===== config.mk =====
export PLATFORM = sky130hd
export DESIGN_NAME = sewake_ctrl
export DESIGN_NICKNAME = d
export VERILOG_FILES = /design/src/logic/sewake_pkg.sv /design/src/logic/sewake_ctrl.sv
export VERILOG_INCLUDE_DIRS = /design/src /design/src/logic
export SDC_FILE = /design/constraint.sdc
export NUM_CORES = 1
export LEC_CHECK = 0
export BUFFER_PORTS_ARGS = -buffer_cell sky130_fd_sc_hd__buf_2
export CORE_AREA = 8 8 45 47
export DETAILED_ROUTE_END_ITERATION = 6
export DIE_AREA = 0 0 53 55
export SETUP_SLACK_MARGIN = 0.3
export SLEW_MARGIN = 5
export SYNTH_ARGS = -nofsm -noshare
export SYNTH_HDL_FRONTEND = slang
export SYNTH_SLANG_ARGS = --single-unit

===== constraint.sdc =====
create_clock -name mclk_i -period 1.3 [get_ports mclk_i]
set_input_delay 0.065 -clock mclk_i [delete_from_list [all_inputs] [get_ports mclk_i]]
set_output_delay 0.065 -clock mclk_i [all_outputs]
set_load 0.02 [all_outputs]

===== src/logic/sewake_params.svh =====
`ifndef SEWAKE_PARAMS_SVH
`define SEWAKE_PARAMS_SVH
`define SEWAKE_NUM_SRC 8
`define SEWAKE_TO_RESET 1'h1
`define SEWAKE_PD_RESET 1'h1
`endif


===== src/logic/sewake_pkg.sv =====
package sewake_pkg;
  typedef enum logic [1:0] {
    SEWAKE_RUN,
    SEWAKE_ENTER,
    SEWAKE_ASLEEP
  } sewake_state_t;
endpackage


===== src/logic/sewake_ctrl.sv =====
`timescale 1ns/1ns
`default_nettype none
`include "sewake_params.svh"
module sewake_ctrl #(
  parameter int NUM_SRC = `SEWAKE_NUM_SRC
) (
  input wire logic mclk_i,
  input wire logic rstn_i,
  input wire logic ce_i,
  input wire logic sleep_exec_i,
  input wire logic global_interrupt_enable_i,
  input wire logic [NUM_SRC-1:0] int_enable_i,
  input wire logic [NUM_SRC-1:0] int_flag_i,
  input wire logic status_flags_clear_i,
  output logic sleeping_o,
  output logic sleep_nop_o,
  output logic wake_o,
  output logic wake_vector_o,
  output logic watchdog_timer_clear_o,
  output logic watchdog_prescaler_clear_o,
  output logic timeout_status_flag_o,
  output logic powerdown_status_flag_o,
  output var sewake_pkg::sewake_state_t state_o
);
  import sewake_pkg::*;

  sewake_state_t state;
  sewake_state_t next_state;
  logic [NUM_SRC-1:0] src_pend;
  logic pending;
  logic sleep_take;
  logic sleep_as_nop;
  logic sleep_complete;
  logic wake_hit;
  logic next_nop;
  logic next_wdt_clear;
  logic next_presc_clear;
  logic next_to;
  logic next_pd;
  logic next_wake;
  logic next_wake_vector;

  // Per-source qualification
  genvar gi;
  generate
    for (gi = 0; gi < NUM_SRC; gi++) begin : g_src
      assign src_pend[gi] = int_enable_i[gi] & int_flag_i[gi];
    end
  endgenerate

  // Global enable plays no part in pending
  assign pending = |src_pend;

  // Request only counts while running; pulses in other states are dropped
  assign sleep_take = sleep_exec_i && (state == SEWAKE_RUN);

  // Flag already pending with global enable off: no-op
  assign sleep_as_nop = sleep_take && pending && !global_interrupt_enable_i;

  // ENTER is the single cycle in which the sleep completes
  assign sleep_complete = (state == SEWAKE_ENTER);

  // Wake from ENTER or ASLEEP on any enabled flag
  assign wake_hit = (state != SEWAKE_RUN) && pending;

  always_comb begin
    next_state = state;
    unique case (state)
      SEWAKE_RUN: begin
        // Pending before the request keeps the core running only with global enable off (no-op)
        if (sleep_take && !sleep_as_nop) begin
          next_state = SEWAKE_ENTER;
        end
      end
      SEWAKE_ENTER: begin
        // Sleep always completes once entered; late flag wakes next
        if (pending) begin
          next_state = SEWAKE_RUN;
        end else begin
          next_state = SEWAKE_ASLEEP;
        end
      end
      SEWAKE_ASLEEP: begin
        // Enable alone qualifies wake
        if (pending) begin
          next_state = SEWAKE_RUN;
        end
      end
      default: begin
        // Unused code falls back to running rather than locking up
        next_state = SEWAKE_RUN;
      end
    endcase
  end

  always_ff @(posedge mclk_i or negedge rstn_i) begin
    if (!rstn_i) begin
      state <= SEWAKE_RUN;
    end else if (ce_i) begin
      state <= next_state;
    end
  end

  // No-op report pulse
  assign next_nop = sleep_as_nop;

  always_ff @(posedge mclk_i or negedge rstn_i) begin
    if (!rstn_i) begin
      sleep_nop_o <= 1'h0;
    end else if (ce_i) begin
      sleep_nop_o <= next_nop;
    end
  end

  // Clears only on completion, never on the no-op path
  assign next_wdt_clear = sleep_complete;
  assign next_presc_clear = sleep_complete;

  always_ff @(posedge mclk_i or negedge rstn_i) begin
    if (!rstn_i) begin
      watchdog_timer_clear_o <= 1'h0;
    end else if (ce_i) begin
      watchdog_timer_clear_o <= next_wdt_clear;
    end
  end

  always_ff @(posedge mclk_i or negedge rstn_i) begin
    if (!rstn_i) begin
      watchdog_prescaler_clear_o <= 1'h0;
    end else if (ce_i) begin
      watchdog_prescaler_clear_o <= next_presc_clear;
    end
  end

  // Completion wins over a reload in the same cycle, so a sleep is never hidden
  always_comb begin
    next_to = timeout_status_flag_o;
    next_pd = powerdown_status_flag_o;
    if (sleep_complete) begin
      next_to = 1'h1;
      next_pd = 1'h0;
    end else if (status_flags_clear_i) begin
      next_to = `SEWAKE_TO_RESET;
      next_pd = `SEWAKE_PD_RESET;
    end
    // No-op path leaves both flags untouched
  end

  always_ff @(posedge mclk_i or negedge rstn_i) begin
    if (!rstn_i) begin
      timeout_status_flag_o <= `SEWAKE_TO_RESET;
    end else if (ce_i) begin
      timeout_status_flag_o <= next_to;
    end
  end

  always_ff @(posedge mclk_i or negedge rstn_i) begin
    if (!rstn_i) begin
      powerdown_status_flag_o <= `SEWAKE_PD_RESET;
    end else if (ce_i) begin
      powerdown_status_flag_o <= next_pd;
    end
  end

  // Wake pulse; resume at the next instruction
  assign next_wake = wake_hit;

  // Vector only with global enable set, else plain resume
  assign next_wake_vector = wake_hit && global_interrupt_enable_i;

  always_ff @(posedge mclk_i or negedge rstn_i) begin
    if (!rstn_i) begin
      wake_o <= 1'h0;
    end else if (ce_i) begin
      wake_o <= next_wake;
    end
  end

  always_ff @(posedge mclk_i or negedge rstn_i) begin
    if (!rstn_i) begin
      wake_vector_o <= 1'h0;
    end else if (ce_i) begin
      wake_vector_o <= next_wake_vector;
    end
  end

  // Level straight from the state register, no extra latency
  assign sleeping_o = (state == SEWAKE_ASLEEP);

  assign state_o = state;
endmodule
`default_nettype wire


# Yosys cells after proc, flatten, opt, wreduce, memory -nomap -nowiden

Cells that the tools add are included.

Output and inout port bits: 10
Bits of input ports: 22
Register bits: 8
Logic and storage cells: 40

Equal/unequal tests: 4
Bitwise operators: 8
Reductions and logical operators: 14
Muxes and demuxes: 7

Operators by type and width:

| cell                                                                     | number |
|---|---|
| 1-bit AND                                                                | 8 |
| 8-bit OR reduction                                                       | 1 |
| 1-bit logical AND                                                        | 6 |
| 2-bit 2-to-1 mux                                                         | 3 |
| 2-bit one-hot mux with 3 select lines                                    | 1 |
| 2-bit by 1-bit inequality test with 1-bit output (second input constant) | 2 |
| 2-bit nonzero test                                                       | 2 |
| 1-bit 2-to-1 mux                                                         | 3 |
| 3-bit AND reduction                                                      | 1 |
| 2-bit by 1-bit == test with 1-bit output (second input constant)         | 1 |
| 2-bit == test (second input constant)                                    | 1 |
| 1-bit zero test                                                          | 2 |
| 2-bit zero test                                                          | 1 |
| 2-bit AND reduction                                                      | 1 |

# Longest topological paths before layout

Depth after elaboration: 8
Gate-level depth with buffers: 5
Gate-level depth less buffers: 4

# Worst setup path after synthesis

OpenSTA, ideal clock, no wires.

Path type: register to register
From: register state[1], in the netlist state_o[1]
To: register state[1], in the netlist state_o[1]
Setup time: 0.083 ns
Clock period less this slack: 1.178 ns
Path buffers: 0
Arrival: 1.096 ns
Required time: 1.217 ns
Cell stages (with the launch flop): 5
Path slack: 0.122 ns
Path through: dfrtp_1 inv_1 nor2_1 o21ai_0 o21ai_0

Elaborated cells on any way between the ends: 12
Those cells by class: 4 x eq/ne; 1 x mux; 7 x reduce/logical

RTL lines:

| what                                                              | line               | RTL |
|---|---|---|
| start, declared                                                   | sewake_ctrl.sv:27  | `sewake_state_t state;` |
| start signal, assigned                                            | sewake_ctrl.sv:100 | `state <= next_state;` |
| 2-bit == test *                                                   | --                 |  |
| via sleeping_o                                                    | sewake_ctrl.sv:15  | `output logic sleeping_o,` |
| 2-bit by 1-bit inequality test with 1-bit output (no source line) | --                 |  |
| 3-bit AND reduction (no source line)                              | --                 |  |

The timed path passes the listed nets; every way through them passes the cells marked *.
A chain may end at the register's enable or synchronous reset.

# Worst setup path after layout

From: register state[0], in the netlist state_o[0]
To: output port sleeping_o

Longest elaborated chain between the ends: 1

RTL lines:

| what          | line               | RTL |
|---|---|---|
| 2-bit == test | sewake_ctrl.sv:188 | `assign sleeping_o = (state == SEWAKE_ASLEEP);` |
| end, declared | sewake_ctrl.sv:15  |  |

No other way between the ends.

==> metrics.yaml <==
run_status: "finished, final reports clean"
rrSetupSlack_ns: 0.31
ff2ff_path_depth: 3
layout_common_cells: "28 x buf_2, 4 x a22oi_1, 4 x dfrtp_1"
fmax_ghz: 0.973
postLayoutCoreUtil_pct: 42.0
setup_tns_ns: 0
end_kind: "output pin"
drc: 0
crit_arrival_ns: 0.96
antenna_found_initial: 0
layout_commonest_cell: "buf_2"
avgSynthCellArea_um2: 9.64
vias: 405
hold_depth: 2
ant_nets: 0
dpl.hpwl_um: 913
clock_sinks: 7
clk_pin_slew_ns: 0.05
synth_compound_area_share_pct: 21.1
synth_xor_area_share_pct: 0
rsz0062_at_grt: "true"
worstPathRequired_ns: 1.24
grt_pass1_wl_um: 1700
cts_buffers: 3
syn_inst: 37
fin_nets: 92
drive_gt1_share_pct: 63.8
cts-root-buf: "clkbuf_4"
grt_overflow_total: 0
hold_violations: 0
io_pins: 32
synth_fp_nets: 59
cp_max_fo: 5
stdcell_area_um2: 581
dpl.cell_count: 80
yosysWarningCount: 0
start_kind: "flop"
std_cell_rows: 14
gp_congestion: 0.716
setup_ws_ns: 0.273
dieArea_mm2: 0.00292
avgRoutedWirePerCell_um: 12.3
drtPass1Iterations: 2
period_needed_ns: 1.03
grt_max_degree: 11
die_h_um: 55
core_region_area_mm2: 0.00138
path_class: "flop to output pin"
post-route-period-util_pct: 79.0
powerDensity_mw_per_mm2: 1110
ys_types: 19
hp-class: "primary input to flop"
synth_top_family_by_area: "compound AO/OA/AOI/OAI gates"
viasPerCell: 4.76
p_leak_nw: 0.307
worstHoldEndpoint: "sleep_nop_o$_DFFE_PN0P_"
synthSimpleGateAreaFrac_pct: 14.4
ys_ff_latch: 7
place_area_um2: 519
insertion_delay_ns: 0.25
die_w_um: 53
htreeDepth: 1
wl_um: 1050
timing.rr.start: "state_o[1]$_DFFE_PN0P_"
seq_area_frac_synth_pct: 49.5
worst_ir_drop_vdd_mv: 0.325
stdcell_count: 85
grtUsageTotal_pct: 8.24
drv_cap: 0
finClkSkew_ns: 0.00340
cts_tree: "yes"
min_from: "global_interrupt_enable_i"
drtIter0Drc: 7
netlist_area_um2: 357
setup-violations-final: 0
synthAdderAreaFrac_pct: 0
synthMuxAreaShare_pct: 4.21
finalPower_mw: 0.646
postCtsSetupRepairBufs: 0
diodes: 0
port_buffers: 30
start_util_pct: 25.8
cts.path.max_buffers: 2
drv_slew: 0
areaGrowthSynthToFinish_pct: 62.8
preCtsSetupSlack_ns: 0.267
grt_pass1_vias: 439
holdWs_ns: 0.0629
rr_endpoint: "sleep_nop_o$_DFFE_PN0P_"
final cells by class:
class / count / area [µm²]
Sequential cell: 7 / 179
Inverter: 4 / 15.0
Clock buffer: 4 / 26.3
Multi-Input combinational cell: 23 / 168
Fill cell: 150 / 803
Timing Repair Buffer: 31 / 173
Tap cell: 16 / 20.0
Yosys cell counts:
cell type	number	area [µm²]
a21oi_1	1	5.00
a22oi_1	4	30.0
a31o_2	1	8.76
and4_4	1	11.3
buf_2	1	5.00
buf_4	2	15.0
conb_1	1	3.75
dfrtp_1	6	150
dfstp_2	1	26.3
inv_1	4	15.0
mux2_4	1	15.0
nand2_1	1	3.75
nand3_1	1	5.00
nor2_1	5	18.8
nor2_2	1	6.26
nor2b_1	1	6.26
o21ai_0	2	10.0
o22ai_1	2	12.5
o32ai_1	1	8.76
sequential cells by signal, summed over array words and instances, names as in the netlist:
name	count
state_o	2
watchdog_prescaler_clear_o	1
wake_vector_o	1
wake_o	1
powerdown_status_flag_o	1
sleep_nop_o	1
worst max-delay path by stage:
stage                                 from                 endpoint  slack, ns  depth (start not counted)
finish              state_o[0]$_DFFE_PN0P_               sleeping_o       0.27                          2
global route        state_o[1]$_DFFE_PN0P_  sleep_nop_o$_DFFE_PN0P_       0.23                          3
CTS                 state_o[0]$_DFFE_PN0P_               sleeping_o       0.27                          2
detailed placement  state_o[1]$_DFFE_PN0P_  sleep_nop_o$_DFFE_PN0P_       0.27                          3
global placement           int_enable_i[1]       wake_o$_DFFE_PN0P_       0.26                          5
floorplan           state_o[1]$_DFFE_PN0P_       wake_o$_DFFE_PN0P_       0.29                          3
metal layers:
metal  up-vias  global-route usage, %  wire length [µm]
li1        192                      -                 -
met3         5                   6.68               216
met4         0                   7.76                35
met5         -                      0                 0
met1       177                   8.01               416
met2        31                   10.7               379
cells by family (layout without fill, tap and decap cells):
kind of cell,after synthesis,count (layout)
buffers and inverters,7,39
AOI/OAI and AO/OA,11,11
muxes,1,1
other,1,1
and+or+nand+nor,10,10
DFF,7,7
timing repair:
action	in CTS	in global routing
endpoints found under the setup margin	3	7
pin swaps	1	0
endpoints found under the hold margin	7	0
gates resized for setup	5	2
hold buffers	1	0
power breakdown:
part           internal [mW]  switching (mW)  leakage [nW]
logic                 0.0851          0.0945         0.204
registers              0.248          0.0213        0.0878
clock network          0.117          0.0796        0.0150
critical path, stage by stage (launching register included):
cell	delay [ns]
dfrtp_2	0.46
nor2_4	0.13
buf_6	0.12
Note: power is estimated with default switching activity, not from simulation.
